**src/hw/tpsw_pkg.sv**
```systemverilog
// Purpose: Shared constants for the torque/position mode switch block
// Assumes: APB slave, 32-bit data, one clock
// Notes:   Byte offsets are word aligned
package tpsw_pkg;
  // Register byte offsets
  localparam logic [7:0] OFF_MODE_PARAM   = 8'h00; // Control-mode parameter word (digit coded)
  localparam logic [7:0] OFF_FUNC_PARAM   = 8'h04; // Function selection word (forced-stop digit)
  localparam logic [7:0] OFF_DIR_PARAM    = 8'h08; // Travel direction selection
  localparam logic [7:0] OFF_SPEED_ONE    = 8'h0c; // Internal speed one
  localparam logic [7:0] OFF_ACCEL        = 8'h10; // Acceleration time constant
  localparam logic [7:0] OFF_DECEL        = 8'h14; // Deceleration time constant
  localparam logic [7:0] OFF_STATUS       = 8'h18; // Status (read only)
  localparam logic [7:0] OFF_CONTROL      = 8'h1c; // Resets and parameter commit
  localparam logic [7:0] OFF_TARGET_POS   = 8'h20; // Object 607Ah target position
  localparam logic [7:0] OFF_OBJ_INDEX    = 8'h24; // Index of the target position object
  localparam logic [7:0] OFF_LIMIT_NOW    = 8'h28; // Present ramped speed limit

  // Digit coding: each hex digit is a sub-field, digit 0 lowest
  localparam int DIGIT_W                 = 4;
  localparam int MODE_DIGIT              = 0;
  localparam int FORCED_STOP_DIGIT       = 3;
  localparam logic [3:0] MODE_TORQUE_POS = 4'h5;

  // Factory initial values
  localparam logic [31:0] INIT_MODE_PARAM = 32'h0000_0005;
  localparam logic [31:0] INIT_FUNC_PARAM = 32'h0000_1000; // Forced-stop digit = 1h, enabled
  localparam logic [31:0] INIT_DIR_PARAM  = 32'h0000_0000; // Positive direction
  localparam logic [15:0] INIT_SPEED_ONE  = 16'h0064;
  localparam logic [15:0] INIT_ACCEL      = 16'h0000;
  localparam logic [15:0] INIT_DECEL      = 16'h0000;

  // Object dictionary
  localparam logic [15:0] OBJ_INDEX_MIN   = 16'h0000;
  localparam logic [15:0] OBJ_INDEX_MAX   = 16'hffff;
  localparam logic [15:0] OBJ_TARGET_POS  = 16'h607a;

  // Control register bits
  localparam int CTL_SW_RESET   = 0;
  localparam int CTL_CTRL_RESET = 1;

  // Status register bits
  localparam int ST_POS_MODE    = 0;
  localparam int ST_TP_ACTIVE   = 1;
  localparam int ST_ZERO_SPEED  = 2;
  localparam int ST_ARMED       = 3;
  localparam int ST_USE_PRESET  = 4;

  // Control mode
  typedef enum logic [1:0] {
    CM_TORQUE   = 2'b01,
    CM_POSITION = 2'b10
  } ctrl_mode_t;
endpackage : tpsw_pkg

```
**src/hw/speed_ramp.sv**
```systemverilog
// Purpose: Ramps the speed limit toward its target
// Assumes: Time constants give clock cycles per unit step, less one
// Notes:   A time constant of zero steps once every clock cycle
`timescale 1ns/1ns
module speed_ramp #(
  parameter int WIDTH = 16
) (
  // Clock and reset
  input  wire logic             pclk,
  input  wire logic             presetn,
  // Ramp settings
  input  wire logic [WIDTH-1:0] target,
  input  wire logic [15:0]      accel_tc,
  input  wire logic [15:0]      decel_tc,
  // Present value
  output logic      [WIDTH-1:0] value
);
  logic [15:0]      tick;
  logic [15:0]      next_tick;
  logic [WIDTH-1:0] next_value;
  logic [15:0]      tc;

  // One unit step each time the tick count reaches the active time constant
  always_comb
  begin
    next_value = value;
    next_tick  = tick;
    tc         = (target > value) ? accel_tc : decel_tc;
    if (target == value)
      next_tick = 16'h0000;
    else if (tick >= tc)
    begin
      next_tick  = 16'h0000;
      next_value = (target > value) ? value + 1'b1 : value - 1'b1;
    end
    else
      next_tick = tick + 16'h0001;
  end

  // Registers
  always_ff @(posedge pclk or negedge presetn)
  begin
    if (!presetn)
    begin
      value <= '0;
      tick  <= 16'h0000;
    end
    else
    begin
      value <= next_value;
      tick  <= next_tick;
    end
  end
endmodule : speed_ramp

```
**src/hw/torque_position_mode_switch.sv**
```systemverilog
// Purpose: Torque/position control-mode switching with zero-speed gating
// Assumes: Contact inputs arrive asynchronously; APB register access
// Notes:   Parameters are stored here; starred ones commit on reset request
`timescale 1ns/1ns

module torque_position_mode_switch
  import tpsw_pkg::*;
#(
  parameter int SPEED_W = 16,
  parameter int ERR_W   = 32
) (
  // APB
  input  wire logic               pclk,
  input  wire logic               presetn,
  input  wire logic               psel,
  input  wire logic               penable,
  input  wire logic               pwrite,
  input  wire logic [7:0]         paddr,
  input  wire logic [31:0]        pwdata,
  output logic      [31:0]        prdata,
  output logic                    pready,
  output logic                    pslverr,
  // Contacts and motion status
  input  wire logic               mode_switch_contact,
  input  wire logic               speed_select_low,
  input  wire logic               zero_speed_flag,
  input  wire logic [SPEED_W-1:0] analog_speed_limit_input,
  // Position error pulses
  input  wire logic               pos_err_up,
  input  wire logic               pos_err_down,
  // Outputs to the loops
  output logic                    position_mode,
  output logic [SPEED_W-1:0]      speed_limit,
  output logic [ERR_W-1:0]        pos_err_count,
  output logic [31:0]             target_position,
  output logic                    travel_direction_symbol,
  output logic                    forced_stop_decel_symbol
);
  import tpsw_pkg::*;

  // Synchronisers: three stages, a change counts when stages two and three agree
  logic [2:0] sync_mode;
  logic [2:0] sync_sel;
  logic [2:0] sync_zero;
  logic       mode_in;
  logic       sel_in;
  logic       zero_in;
  logic       next_mode_in;
  logic       next_sel_in;
  logic       next_zero_in;

  always_comb
  begin
    next_mode_in = (sync_mode[1] == sync_mode[2]) ? sync_mode[2] : mode_in;
    next_sel_in  = (sync_sel[1]  == sync_sel[2])  ? sync_sel[2]  : sel_in;
    next_zero_in = (sync_zero[1] == sync_zero[2]) ? sync_zero[2] : zero_in;
  end

  always_ff @(posedge pclk or negedge presetn)
  begin
    if (!presetn)
    begin
      sync_mode <= 3'h0;
      sync_sel  <= 3'h0;
      sync_zero <= 3'h0;
      mode_in   <= 1'b0;
      sel_in    <= 1'b0;
      zero_in   <= 1'b0;
    end
    else
    begin
      sync_mode <= {sync_mode[1:0], mode_switch_contact};
      sync_sel  <= {sync_sel[1:0], speed_select_low};
      sync_zero <= {sync_zero[1:0], zero_speed_flag};
      mode_in   <= next_mode_in;
      sel_in    <= next_sel_in;
      zero_in   <= next_zero_in;
    end
  end

  // Parameter storage: written value and the value in force
  logic [31:0]  mode_param;
  logic [31:0]  func_param;
  logic [31:0]  dir_param;
  logic [31:0]  mode_active;
  logic [31:0]  func_active;
  logic [31:0]  dir_active;
  logic [15:0]  speed_one;
  logic [15:0]  accel_tc;
  logic [15:0]  decel_tc;
  logic [31:0]  target_pos;
  logic [31:0]  next_mode_param;
  logic [31:0]  next_func_param;
  logic [31:0]  next_dir_param;
  logic [31:0]  next_mode_active;
  logic [31:0]  next_func_active;
  logic [31:0]  next_dir_active;
  logic [15:0]  next_speed_one;
  logic [15:0]  next_accel_tc;
  logic [15:0]  next_decel_tc;
  logic [31:0]  next_target_pos;
  logic         wr_en;
  logic         sw_reset_req;
  logic         ctrl_reset_req;

  assign wr_en          = psel & penable & pwrite;
  assign sw_reset_req   = wr_en && (paddr == OFF_CONTROL) && pwdata[CTL_SW_RESET];
  assign ctrl_reset_req = wr_en && (paddr == OFF_CONTROL) && pwdata[CTL_CTRL_RESET];

  // Register writes and commit of starred parameters
  always_comb
  begin
    next_mode_param  = mode_param;
    next_func_param  = func_param;
    next_dir_param   = dir_param;
    next_speed_one   = speed_one;
    next_accel_tc    = accel_tc;
    next_decel_tc    = decel_tc;
    next_target_pos  = target_pos;
    next_mode_active = mode_active;
    next_func_active = func_active;
    next_dir_active  = dir_active;
    if (wr_en)
    begin
      case (paddr)
        OFF_MODE_PARAM: next_mode_param = pwdata;
        OFF_FUNC_PARAM: next_func_param = pwdata;
        OFF_DIR_PARAM:  next_dir_param  = pwdata;
        OFF_SPEED_ONE:  next_speed_one  = pwdata[15:0];
        OFF_ACCEL:      next_accel_tc   = pwdata[15:0];
        OFF_DECEL:      next_decel_tc   = pwdata[15:0];
        OFF_TARGET_POS: next_target_pos = pwdata;
        default:        next_target_pos = target_pos;
      endcase
    end
    // Single-star words commit on either reset request
    if (sw_reset_req || ctrl_reset_req)
    begin
      next_mode_active = mode_param;
      next_dir_active  = dir_param;
    end
    // Double-star word commits on software reset only
    if (sw_reset_req)
      next_func_active = func_param;
  end

  // Power-up loads factory values; no user setting means these stand
  always_ff @(posedge pclk or negedge presetn)
  begin
    if (!presetn)
    begin
      mode_param  <= INIT_MODE_PARAM;
      func_param  <= INIT_FUNC_PARAM;
      dir_param   <= INIT_DIR_PARAM;
      mode_active <= INIT_MODE_PARAM;
      func_active <= INIT_FUNC_PARAM;
      dir_active  <= INIT_DIR_PARAM;
      speed_one   <= INIT_SPEED_ONE;
      accel_tc    <= INIT_ACCEL;
      decel_tc    <= INIT_DECEL;
      target_pos  <= 32'h0000_0000;
    end
    else
    begin
      mode_param  <= next_mode_param;
      func_param  <= next_func_param;
      dir_param   <= next_dir_param;
      mode_active <= next_mode_active;
      func_active <= next_func_active;
      dir_active  <= next_dir_active;
      speed_one   <= next_speed_one;
      accel_tc    <= next_accel_tc;
      decel_tc    <= next_decel_tc;
      target_pos  <= next_target_pos;
    end
  end

  // Digit decode: sub-field n is bits 4n+3..4n
  logic [3:0] mode_digit;
  logic [3:0] stop_digit;
  logic       tp_active;
  assign mode_digit = mode_active[MODE_DIGIT*DIGIT_W +: DIGIT_W];
  assign stop_digit = func_active[FORCED_STOP_DIGIT*DIGIT_W +: DIGIT_W];
  assign tp_active  = (mode_digit == MODE_TORQUE_POS);

  // Mode switch: a contact edge is acted on only if zero speed holds at that edge.
  // An edge seen while moving is dropped; the contact must toggle again later.
  ctrl_mode_t mode;
  ctrl_mode_t next_mode;
  logic       mode_in_d;
  logic       armed;
  logic       next_armed;
  logic       contact_edge;
  assign contact_edge = mode_in ^ mode_in_d;

  always_comb
  begin
    next_mode  = mode;
    next_armed = armed;
    if (!tp_active)
    begin
      next_mode  = CM_TORQUE;
      next_armed = 1'b0;
    end
    else if (contact_edge)
    begin
      if (zero_in)
      begin
        next_mode  = mode_in ? CM_POSITION : CM_TORQUE;
        next_armed = 1'b0;
      end
      else
        next_armed = 1'b1;
    end
    // A stale edge stays unserved; only a fresh edge at zero speed, or a mode digit other than 5, clears it
    case (mode)
      CM_TORQUE:   next_mode = next_mode;
      CM_POSITION: next_mode = next_mode;
      default:     next_mode = CM_TORQUE;
    endcase
  end

  always_ff @(posedge pclk or negedge presetn)
  begin
    if (!presetn)
    begin
      mode      <= CM_TORQUE;
      mode_in_d <= 1'b0;
      armed     <= 1'b0;
    end
    else
    begin
      mode      <= next_mode;
      mode_in_d <= mode_in;
      armed     <= next_armed;
    end
  end

  // Position error counter, cleared on leaving position mode
  logic [ERR_W-1:0] next_err;
  always_comb
  begin
    next_err = pos_err_count;
    if (mode == CM_POSITION && next_mode == CM_TORQUE)
      next_err = '0;
    else if (mode == CM_POSITION && (pos_err_up ^ pos_err_down))
      next_err = pos_err_up ? pos_err_count + 1'b1 : pos_err_count - 1'b1;
  end

  always_ff @(posedge pclk or negedge presetn)
  begin
    if (!presetn)
      pos_err_count <= '0;
    else
      pos_err_count <= next_err;
  end

  // Speed limit source and ramp
  logic [SPEED_W-1:0] limit_target;
  assign limit_target = sel_in ? speed_one[SPEED_W-1:0] : analog_speed_limit_input;

  speed_ramp #(
    .WIDTH    (SPEED_W)
  ) u_ramp (
    .pclk     (pclk),
    .presetn  (presetn),
    .target   (limit_target),
    .accel_tc (accel_tc),
    .decel_tc (decel_tc),
    .value    (speed_limit)
  );

  // Outputs
  assign position_mode            = (mode == CM_POSITION);
  assign target_position          = target_pos;
  assign travel_direction_symbol  = dir_active[0];
  assign forced_stop_decel_symbol = (stop_digit == 4'h1);

  // APB read: zero wait states, unmapped reads zero with error
  logic mapped;
  always_comb
  begin
    mapped = 1'b1;
    prdata = 32'h0000_0000;
    case (paddr)
      OFF_MODE_PARAM: prdata = mode_param;
      OFF_FUNC_PARAM: prdata = func_param;
      OFF_DIR_PARAM:  prdata = dir_param;
      OFF_SPEED_ONE:  prdata = {16'h0000, speed_one};
      OFF_ACCEL:      prdata = {16'h0000, accel_tc};
      OFF_DECEL:      prdata = {16'h0000, decel_tc};
      OFF_STATUS:     prdata = {27'h0, sel_in, armed, zero_in, tp_active, position_mode};
      OFF_CONTROL:    prdata = 32'h0000_0000;
      OFF_TARGET_POS: prdata = target_pos;
      OFF_OBJ_INDEX:  prdata = {OBJ_INDEX_MAX, OBJ_TARGET_POS};
      OFF_LIMIT_NOW:  prdata = {{(32-SPEED_W){1'b0}}, speed_limit};
      default:        mapped = 1'b0;
    endcase
  end

  assign pready  = 1'b1;
  assign pslverr = psel & penable & ~mapped;
endmodule : torque_position_mode_switch

```
**config.mk**
```make
export PLATFORM = sky130hd
export DESIGN_NAME = torque_position_mode_switch
export DESIGN_NICKNAME = d
export VERILOG_FILES = /design/src/hw/tpsw_pkg.sv /design/src/hw/speed_ramp.sv /design/src/hw/torque_position_mode_switch.sv
export SDC_FILE = /design/constraint.sdc
export NUM_CORES = 1
export LEC_CHECK = 0
export BUFFER_PORTS_ARGS = -buffer_cell sky130_fd_sc_hd__buf_2
export CAP_MARGIN = 10
export CORE_MARGIN = 5
export CORE_UTILIZATION = 34
export CTS_CLUSTER_DIAMETER = 100
export DETAILED_ROUTE_END_ITERATION = 8
export GPL_TIMING_DRIVEN = 0
export HOLD_SLACK_MARGIN = 0.02
export PLACE_DENSITY = 0.5
export REMOVE_ABC_BUFFERS = 1
export SLEW_MARGIN = 20
export SYNTH_ARGS = -nofsm -noshare
export SYNTH_HDL_FRONTEND = slang
export SYNTH_SLANG_ARGS = --single-unit
```
**constraint.sdc**
```tcl
create_clock -name pclk -period 8.26 [get_ports pclk]
set_input_delay 0.413 -clock pclk [delete_from_list [all_inputs] [get_ports pclk]]
set_output_delay 0.413 -clock pclk [all_outputs]
set_load 0.005 [all_outputs]
```
==> results of run 1 <==
==> power breakdown <==
part	leakage [uW]	switching, uW	internal (uW)
Clock	0.000569	618	905
Combinational	0.00466	612	478
Sequential	0.00359	101	1370
Total	0.00882	1330	2760
==> path summary, 6_finish.rpt <==
check / from / endpoint / slack [ns] / cells after the start
max: sel_in$_DFFE_PN0N_ / u_ramp.value[14]$_DFFE_PN0P_ / 2.10 / 16
min: pwdata[31] / dir_param[31]$_DFFE_PN0P_ / 0.13 / 2
max reg2reg: sel_in$_DFFE_PN0N_ / u_ramp.value[14]$_DFFE_PN0P_ / 2.10 / 16
min reg2reg: sync_mode[0]$_DFF_PN0_ / sync_mode[1]$_DFF_PN0_ / 0.35 / 0
max in group asynchronous: presetn / func_active[12]$_DFFE_PN1P_ / 6.66 / 4
min in group asynchronous: presetn / mode_param[20]$_DFFE_PN0P_ / 0.40 / 2
==> critical path: cells and delay by family (launching register included) <==
kind / cells / cell delay, ns
compound gates: 7 / 1.76
fa+ha+maj: 2 / 0.86
mux: 2 / 0.51
flops: 1 / 0.87
simple gates: 3 / 1.26
xor+xnor: 1 / 0.17
buf+inv: 1 / 0.55
==> cells in the final DEF, fill, tap and decap left out, types with 6 or more instances in the layout <==
| master | count |
|---|---|
| a21o_1 | 27 |
| clkinv_2 | 7 |
| a22o_1 | 7 |
| or3_1 | 6 |
| mux2_2 | 201 |
| a21oi_1 | 81 |
| ha_1 | 78 |
| inv_1 | 27 |
| o21ai_1 | 9 |
| buf_2 | 180 |
| nor3_1 | 14 |
| dfrtp_1 | 255 |
| clkbuf_16 | 34 |
| a22oi_1 | 31 |
| o21a_1 | 6 |
| clkbuf_8 | 8 |
| buf_16 | 9 |
| and3_1 | 13 |
| nand2_1 | 102 |
| dfstp_2 | 10 |
| xor2_1 | 21 |
| o21bai_1 | 8 |
| xnor2_1 | 31 |
| a222oi_1 | 19 |
| a221oi_1 | 10 |
| nand4_1 | 15 |
| nor2_2 | 6 |
| nor2_1 | 65 |
| mux2i_1 | 31 |
| o21ai_0 | 55 |
| nand2b_1 | 13 |
| nand3_1 | 51 |
==> repair_timing <==
item | CTS | global route
hold buffers | 4 | 0
hold endpoints to repair | 60 | 0
buffers inserted | 0 | 0
==> stage by stage <==
step           power [uW]  worst slack, ns  cells  utilization (%)  cell area [um^2]
5_1_grt              4340             1.70   2086             41.0             17600
3_3_place_gp         2550             1.31   2007             37.3             16000
4_1_cts              4140             2.09   2085             41.0             17600
2_1_floorplan        2240             3.16   1280                -             14400
3_5_place_dp         2580             2.15   2020             38.3             16400
6_report             4090             2.10   2089             41.1             17600
==> synthesized netlist by cell type, drive strengths merged (4+ instances only) <==
master,instances,share of area (%)
nand3,52,1.8
o211ai,4,0.21
dfstp,10,1.8
o21a,6,0.31
xnor2,31,1.9
mux2i,31,2.1
ha,78,6.7
nand2b,13,0.56
dfrtp,255,44
nand4,15,0.64
a32o,5,0.34
a22o,7,0.42
nand2,106,2.7
a211oi,6,0.34
o21bai,8,0.41
a22oi,31,1.6
mux2,203,16
buf,19,0.59
o41ai,5,0.40
and2,4,0.17
nor3,16,0.62
nor4,4,0.21
nor2,76,2.1
a21oi,82,2.9
and3,13,0.56
clkbuf,40,1.0
nor2b,5,0.21
inv,28,0.72
a21o,27,1.4
a221oi,10,0.60
a222oi,19,1.3
xor2,21,1.3
or3,6,0.26
o21ai,65,2.2
==> registers in the layout, indices dropped and copies added (netlist names), 2 cells and up <==
signal / flops
dir_param: 32
sync_zero: 3
u_ramp.value: 16
func_param: 32
pos_err_count: 32
mode_param: 32
func_active: 4
speed_one: 16
sync_sel: 3
u_ramp.tick: 16
accel_tc: 16
sync_mode: 3
mode: 2
target_position: 32
mode_active: 4
decel_tc: 16
==> cell type report <==
class / instances / area share (%)
timing repair buffer: 198 / 7.25
tap: 546 / 3.89
clock buffer: 47 / 5.57
antenna: 4 / 0.0570
sequential: 265 / 37.8
inverter: 28 / 0.598
multi-input combinational: 987 / 43.9
clock inverter: 14 / 0.954
==> per-layer routing <==
metal | GRT usage [%] | share of wire (%) | vias up
met3 | 4.77 | 6.3 | 72
met5 | 0 | 0.11 | -
met1 | 26.2 | 46 | 5630
li1 | - | - | 5312
met4 | 4.34 | 2.0 | 8
met2 | 28.6 | 45 | 259
==> cell families (layout without fill, tap and decap cells) <==
group	count (synthesis)	after routing	share of synthesized area, %
simple gates	323	323	10.6
compound gates	294	294	13.6
flops	265	265	45.4
mux	234	234	17.8
buf+inv	87	287	2.34
fa+ha+maj	83	83	7.15
xor+xnor	52	52	3.11
other cells	1	5	0.0256
==> reports/summary.txt, run 1 <==
Status - complete, no violations
Post-Syn Area per Cell - 10.9 um^2
Slowest stage cell, crit path - dfrtp_1
Worst Path Required - 8.67 ns
Routability congestion estimate - 0.824
Skew final - 0.0225 ns
CP Cell Sequence - mux2_2 -> ha_1 -> nand4_1 -> or3_1 -> o221a_2 -> nor2_4 -> inv_1 -> fa_1 -> a211oi_1 -> o21bai_1 -> a31oi_1 -> o21ai_0 -> o41ai_1 -> o21ai_0 -> xnor2_1 -> mux2i_1
Largest net degree at the start of global routing - 88
Via count - 11.3k
Slowest stage delay, CP - 0.87 ns
Crit-path most repeated cell - o21ai_0
Synth unique cells - 69
Core box area - 0.0428 mm^2
Register area - 0.00664 mm^2
Post-Synthesis Cell Area - 0.0146 mm^2
RSZ-0062 raised after global routing - no
Slew Viols, Final - 0
Die ar. - 0.0473 mm^2
Crit path kind - reg2reg
Vias/cell - 5.40
Initial DRC count - 765
Flops & latches, synth - 265
Worst-path clk slew - 0.06 ns
CTS Buffer Depth - 3
Initial Util - 34.2%
Layout fillers - 4,148
Measured slew at the worst slew-check pin - 1.16 ns
Clock latency on the worst-skew pair - 0.55 ns
Setup crit start kind - flop
Chip Height - 217 um
H-tree lvl count - 2
DRC Markers - 0
Max-Cap Viols - 0
Final HPWL DP - 31.2 mm
Seq/Total Area, Yosys - 45.4%
Final Critical Period - 6.16 ns
WP data arrival - 6.57 ns
Slew headroom - 22.6%
Final Hold Viols - 0
Post-route ant nets - 0
Multi-input gate area - 0.00771 mm^2
I/O Pins - 183
CTS resizes - 0
P per Cell Area - 233 mW/mm^2
First-pass GRT wire length - 69.0 mm
Period utilization - 74.5%
Ys async rst share - 100%
DRT Pass-1 Iters - 7
Final Setup Violations - 0
Clock Tree Root - clkbuf_16
Final WL - 44.2 mm
Fin nets - 1,660
Setup TNS - 0 ns
GR Util All Layers - 18.5%
Initial antenna violation count - 5
Synthesized instance count - 1,339
Leakage - 0.00882 uW
Final hold slack - 0.125 ns
Row cnt - 76
TritonCTS buffer count - 34
TritonCTS clock tree - built
FMAX - 0.162 GHz
Synth Warn # - 0
Layout cell share with drive strength beyond 1 - 32.0%
P&R area growth vs syn - 20.2%
Port bufs - 181
Die width - 217 um
Main synth FF type - dfrtp_1
Crit. End Element - flop
Post-DR wirelength/cell - 21.2 um
Hold WC Path Type - in2reg
VDD IR-drop max - 0.136 mV
TritonCTS Sinks - 265
Vias in the first global route - 11.6k
Maximum fanout along the worst path - 18
EDFF count, synth - 0
Grt total ovfl - 0
(Power assumes the default switching activity.)
==> run 2: changes to the inputs <==
- PLACE_DENSITY: 0.5 -> 0.51
- clock period: 8.26 -> 5.6 ns (I/O delays scaled with it)
==> run 2 against run 1 <==
Compared with the run above: register-to-register slack lost 1.7 ns; hold slack lost 0.069 ns; critical path type unchanged; highest routed layer unchanged; design area grew 0.80%; largest power group is now sequential cells.
==> reports/summary.txt, run 2 (synthesis gave the netlist of run 1 again) <==
Crit. End Element - flop
Max-Cap Viols - 0 (unchanged)
Measured slew at the worst slew-check pin - 1.13 ns (-0.0289 ns)
Port bufs - 181 (unchanged)
FF-to-FF path depth - 15 (-1)
Slowest stage delay, CP - 0.76 ns (-0.11 ns)
RSZ-0062 raised after global routing - no
CTS Buffer Depth - 3 (unchanged)
Post-route ant nets - 0 (unchanged)
Core box area - 0.0428 mm^2 (unchanged)
First-pass GRT wire length - 68.7 mm (-0.34%)
VDD IR-drop max - 0.168 mV (+24%)
Chip Height - 217 um (unchanged)
Initial antenna violation count - 4 (-1)
Die width - 217 um (unchanged)
Worst-path clk slew - 0.06 ns (about the same)
Clock latency on the worst-skew pair - 0.56 ns (about the same)
FMAX - 0.191 GHz (+18%)
Skew final - 0.0189 ns (-0.00361 ns)
WP data arrival - 5.64 ns (-0.93 ns)
TritonCTS Sinks - 265 (unchanged)
Slowest stage cell, crit path - nor4_2
Placed Cells - 2,020 (unchanged)
Slew headroom - 24.6% (+1.9 points)
Most common cell after layout, fill and taps aside - dfrtp_1
Finished Layout Cells - 2,106 (+0.81%)
Layout fillers - 4,183 (+0.84%)
DRT Pass-1 Iters - 5 (-2)
Final Util - 41.4% (+0.33 points)
Initial DRC count - 640 (-16%)
Leakage - 0.00887 uW (+0.56%)
Slew Viols, Final - 0 (unchanged)
Setup crit start kind - flop
Row cnt - 76 (unchanged)
P per Cell Area - 335 mW/mm^2 (+44%)
Final Critical Period - 5.22 ns (-0.934 ns)
Initial Util - 34.2% (unchanged)
Post-layout power - 5940 uW (+45%)
Post-DR wirelength/cell - 20.9 um (-1.3%)
TritonCTS clock tree - built
CP Cell Sequence - mux2_2 -> ha_1 -> nand4_1 -> nor4_2 -> nor2_4 -> inv_1 -> ha_1 -> a211oi_1 -> o21bai_1 -> a31oi_1 -> o21ai_0 -> o41ai_1 -> o21ai_0 -> xnor2_1 -> mux2i_1
Clock Tree Root - clkbuf_16
TritonCTS buffer count - 34 (unchanged)
Die ar. - 0.0473 mm^2 (unchanged)
Maximum fanout along the worst path - 18 (unchanged)
Period utilization - 93.3% (+19 points)
I/O Pins - 183 (unchanged)
Grt total ovfl - 0 (unchanged)
Status - complete, no violations
Final WL - 44.0 mm (-0.45%)
Final Hold Viols - 0 (unchanged)
DRC Markers - 0 (unchanged)
Routability congestion estimate - 0.805 (-2.3%)
Crit path kind - reg2reg
Hold WC Path Type - in2reg
Fin nets - 1,682 (+1.3%)
Most frequent cells in the layout - 254 x dfrtp_1, 201 x mux2_2, 180 x buf_2
P&R area growth vs syn - 21.1%
Worst Path Required - 6.01 ns (-2.66 ns)
Vias/cell - 5.42 (+0.35%)
Vias in the first global route - 11.7k (+1.4%)
Hold depth - 2 (unchanged)
H-tree lvl count - 2 (unchanged)
Largest net degree at the start of global routing - 82 (-6.8%)
Final Setup Violations - 0 (unchanged)
Setup TNS - 0 ns (unchanged)
Final HPWL DP - 31.1 mm (-0.46%)
Layout cell share with drive strength beyond 1 - 31.4% (-0.60 points)
Via count - 11.4k (+1.2%)
GR Util All Layers - 18.5% (-0.048 points)
run 2: what timing repair did:
action,in CTS,in global routing
hold endpoints to repair,129,0
setup buffers,2,0
pin swaps,1,0
setup endpoints to repair,29,29
resized for setup,0,2
hold buffers,24,0
run 2: worst max-delay path, delay by kind of cell, from the launching register on:
family / cells / cell delay [ns]
AOI/OAI and AO/OA: 6 / 1.58
and+or+nand+nor: 3 / 1.04
adders and majority gates: 2 / 0.69
DFF: 1 / 0.64
muxes: 2 / 0.49
buffers and inverters: 1 / 0.45
xor gates and xnor gates: 1 / 0.18
run 2: worst paths after layout:
check	startpoint	to	slack (ns)
max in group asynchronous	presetn	func_active[12]$_DFFE_PN1P_	4.48
worst min register to register	sync_sel[0]$_DFF_PN0_	sync_sel[1]$_DFF_PN0_	0.36
worst max-delay path	sel_in$_DFFE_PN0N_	u_ramp.value[14]$_DFFE_PN0P_	0.38
worst min-delay path	pwdata[5]	target_position[5]$_DFFE_PN0P_	0.06
min in group asynchronous	presetn	dir_param[21]$_DFFE_PN0P_	0.27
worst max register to register	sel_in$_DFFE_PN0N_	u_ramp.value[14]$_DFFE_PN0P_	0.38
run 2: final cells by class:
cell class	instances	area (um^2)	share of cell area, %
Clock inverter	8	91.3	0.516
Sequential cell	265	6650	37.5
Clock buffer	51	985	5.56
Tap cell	546	683	3.86
Timing Repair Buffer	220	1490	8.41
Multi-Input combinational cell	987	7710	43.5
Inverter	28	105	0.593
Antenna cell	1	2.50	0.0141
run 2: per-layer routing:
metal  wire, um  vias up  global-route usage [%]
li1           -     5371                       -
met5         41        -                       0
met2      20100      265                    29.3
met3       2530       62                    4.74
met1      20500     5709                    25.6
met4        875        6                    4.21
run 2: stage by stage:
step / worst slack (ns) / area (um^2) / hold WS, ns
final: 0.377 / 17700 / 0.0557
after detailed placement: -0.564 / 16400 / 0.269
after floorplan: 0.498 / 14400 / -0.0156
after CTS: 0.0677 / 17700 / 0.0203
after global placement: -1.22 / 16000 / 0.334
after global routing: 0.0366 / 17700 / 0.0614
run 2: report_power, final:
part	internal, uW	switching [uW]	total [uW]
Clock	1230	905	2140
Combinational	720	902	1620
Sequential	2030	150	2180
==> run 3: changes to the inputs <==
- clock period: 5.6 -> 4.8 ns (I/O delays scaled with it)
==> run 3 against run 2 <==
Compared with the run above: routed wire length up 2.7%; register-to-register slack worse by 0.30 ns; worst setup slack worse by 0.30 ns; clock skew up 0.00054 ns; via count up 2.4%; global-route usage up 0.20 points; die area unchanged; largest cell class unchanged; highest routed layer unchanged.
==> reports/summary.txt, run 3 (synthesis gave the netlist of run 1 again) <==
Status - complete, no violations
Period utilization - 98.4% (+5.2 points)
Met2 GRT Util - 29.7% (+0.40 points)
Hold depth - 2 (unchanged)
Met1 Track Usage GR - 25.7% (+0.15 points)
Final Critical Period - 4.73 ns (-0.498 ns)
Grt total ovfl - 0 (unchanged)
Via count - 11.7k (+2.4%)
Worst r2r dst - u_ramp.value[15]$_DFFE_PN0P_
GR Util All Layers - 18.7% (+0.20 points)
Place WS - -1.36 ns (-0.800 ns)
Final Util - 43.1% (+1.7 points)
Vias in the first global route - 11.9k (+1.3%)
HP Start - pwdata[12]
TritonCTS clock tree - built
P&R area growth vs syn - 26.0%
CTS Buffer Depth - 3 (unchanged)
Final WL - 45.2 mm (+2.7%)
FF-to-FF path depth - 20 (+5)
Clock Tree Root - clkbuf_16
Most frequent cells in the layout - 254 x dfrtp_1, 201 x mux2_2, 180 x buf_2
Largest net degree at the start of global routing - 82 (unchanged)
Core box area - 0.0428 mm^2 (unchanged)
Setup crit start kind - flop
Max-Cap Viols - 0 (unchanged)
Initial antenna violation count - 3 (-1)
Slew headroom - 24.7% (+0.077 points)
Hold WC Path Type - in2reg
PnR worst setup slack - 0.0748 ns (-0.302 ns)
TritonCTS Sinks - 265 (unchanged)
Layout cell share with drive strength beyond 1 - 34.8% (+3.3 points)
Clock latency on the worst-skew pair - 0.56 ns (about the same)
Die ar. - 0.0473 mm^2 (unchanged)
Final Setup Violations - 0 (unchanged)
Min-Delay Endpoint - accel_tc[12]$_DFFE_PN0P_
DRT Pass-1 Iters - 5 (unchanged)
I/O Pins - 183 (unchanged)
Post-route ant nets - 0 (unchanged)
RSZ-0062 raised after global routing - yes
Initial Util - 34.2% (unchanged)
Worst Path Required - 5.27 ns (-0.74 ns)
Setup slack, reg-to-reg - 0.07 ns (-0.30 ns)
Fin nets - 1,723 (+2.4%)
Multi-input gate area - 0.00798 mm^2 (+3.4%)
VDD IR-drop max - 0.217 mV (+29%)
Grt met3 use - 4.72% (-0.028 points)
P per Cell Area - 411 mW/mm^2 (+23%)
H-tree lvl count - 2 (unchanged)
First-pass GRT wire length - 69.5 mm (+1.2%)
Register area - 0.00665 mm^2 (about the same)
Worst-path clk slew - 0.06 ns (about the same)
Final Hold Viols - 0 (unchanged)
FF-to-FF Start - sel_in$_DFFE_PN0N_
Row cnt - 76 (unchanged)
Vias/cell - 5.44 (+0.40%)
Layout fillers - 4,105 (-1.9%)
Maximum fanout along the worst path - 8 (-10)
Routability congestion estimate - 0.805 (unchanged)
FMAX - 0.212 GHz (+11%)
Measured slew at the worst slew-check pin - 1.13 ns (-0.00116 ns)
Initial DRC count - 605 (-5.5%)
Slew Viols, Final - 0 (unchanged)
TritonCTS buffer count - 34 (unchanged)
Skew final - 0.0194 ns (+0.000538 ns)
Final hold slack - 0.0789 ns (+0.0232 ns)
Gr busiest metal - met2
Port bufs - 181 (unchanged)
Leakage - 0.00914 uW (+3.0%)
Final HPWL DP - 31.1 mm (unchanged)
Crit path kind - reg2reg
Most common cell after layout, fill and taps aside - dfrtp_1
WP data arrival - 5.20 ns (-0.44 ns)
Post-DR wirelength/cell - 21.1 um (+0.75%)
Die width - 217 um (unchanged)
Chip Height - 217 um (unchanged)
DRC Markers - 0 (unchanged)
Crit. End Element - flop
Post-layout power - 7570 uW (+27%)
==> run 3: cell types whose count changed in the layout (fill, tap and decap cells not counted), moves of 4 or more <==
cell | before | now
ha_2 | 0 | 4
ha_1 | 78 | 67
mux2i_2 | 0 | 5
o21ai_0 | 55 | 48
dlygate4sd3_1 | 24 | 33
buf_12 | 2 | 7
buf_4 | 2 | 24
ha_4 | 0 | 7
o21ai_1 | 9 | 14
mux2i_1 | 31 | 25
==> run 3: worst max-delay path by stage <==
stage | start | end | slack [ns] | cells past startpoint
floorplan | sel_in$_DFFE_PN0N_ | u_ramp.value[13]$_DFFE_PN0P_ | -0.30 | 15
global placement | paddr[1] | func_param[27]$_DFFE_PN0P_ | -1.98 | 7
detailed placement | sel_in$_DFFE_PN0N_ | u_ramp.value[14]$_DFFE_PN0P_ | -1.36 | 16
CTS | sel_in$_DFFE_PN0N_ | u_ramp.value[13]$_DFFE_PN0P_ | 0.03 | 22
global route | sel_in$_DFFE_PN0N_ | u_ramp.value[13]$_DFFE_PN0P_ | -0.06 | 22
finish | sel_in$_DFFE_PN0N_ | u_ramp.value[15]$_DFFE_PN0P_ | 0.07 | 20
==> run 3: per-stage QoR <==
stage	instances	setup TNS, ns	cell area [um^2]
2_1_floorplan	1280	-1.50	14400
3_3_place_gp	2007	-619.60	16000
3_5_place_dp	2020	-30.49	16400
4_1_cts	2127	0	18000
5_1_grt	2147	-0.212	18400
6_report	2147	0	18400
==> run 3: routing by layer <==
layer  up-vias  share of wire (%)
li1       5458                  -
met3        58                6.2
met1      5863                 46
met5         -              0.060
met2       299                 46
met4         4                2.0
==> run 3: final cells by class <==
class / count / share of cell area, %
well taps: 546 / 3.71
clock inverters: 8 / 0.496
multi-input cells: 987 / 43.3
repair buffers: 261 / 10.5
flip-flops and latches: 265 / 36.1
clock buffers: 51 / 5.34
inverters: 28 / 0.591
diodes: 1 / 0.0136
==> run 3: repair_timing <==
| item | in CTS | in global routing |
|---|---|---|
| hold buffers | 33 | 0 |
| pin swaps | 5 | 23 |
| endpoints found under the hold margin | 208 | 0 |
| resized for setup | 13 | 48 |
| setup buffers | 15 | 17 |
| gates cloned | 0 | 2 |
| setup endpoints to repair | 32 | 26 |
==> run 3: where the power goes <==
part / switching (uW) / internal [uW] / leakage, uW / total [uW]
combinational: 1280 / 1240 / 0.00502 / 2520
sequential: 189 / 2360 / 0.00359 / 2550
clock: 1050 / 1440 / 0.000524 / 2490
==> run 3: critical path: stages (launching register included) <==
cell and delay, ns:
dfrtp_4 0.48, buf_12 0.15, buf_4 0.15, mux2_2 0.26
ha_1 0.27, nand4_1 0.09, or3_4 0.38, o221a_4 0.24
nor2_4 0.24, buf_12 0.14, clkinvlp_4 0.15, buf_4 0.18
ha_4 0.21, a211oi_2 0.22, nor3_1 0.11, nor2_2 0.16
a31oi_2 0.13, a41o_1 0.24, o41ai_4 0.38, mux2i_1 0.31
xnor2_1 0.15
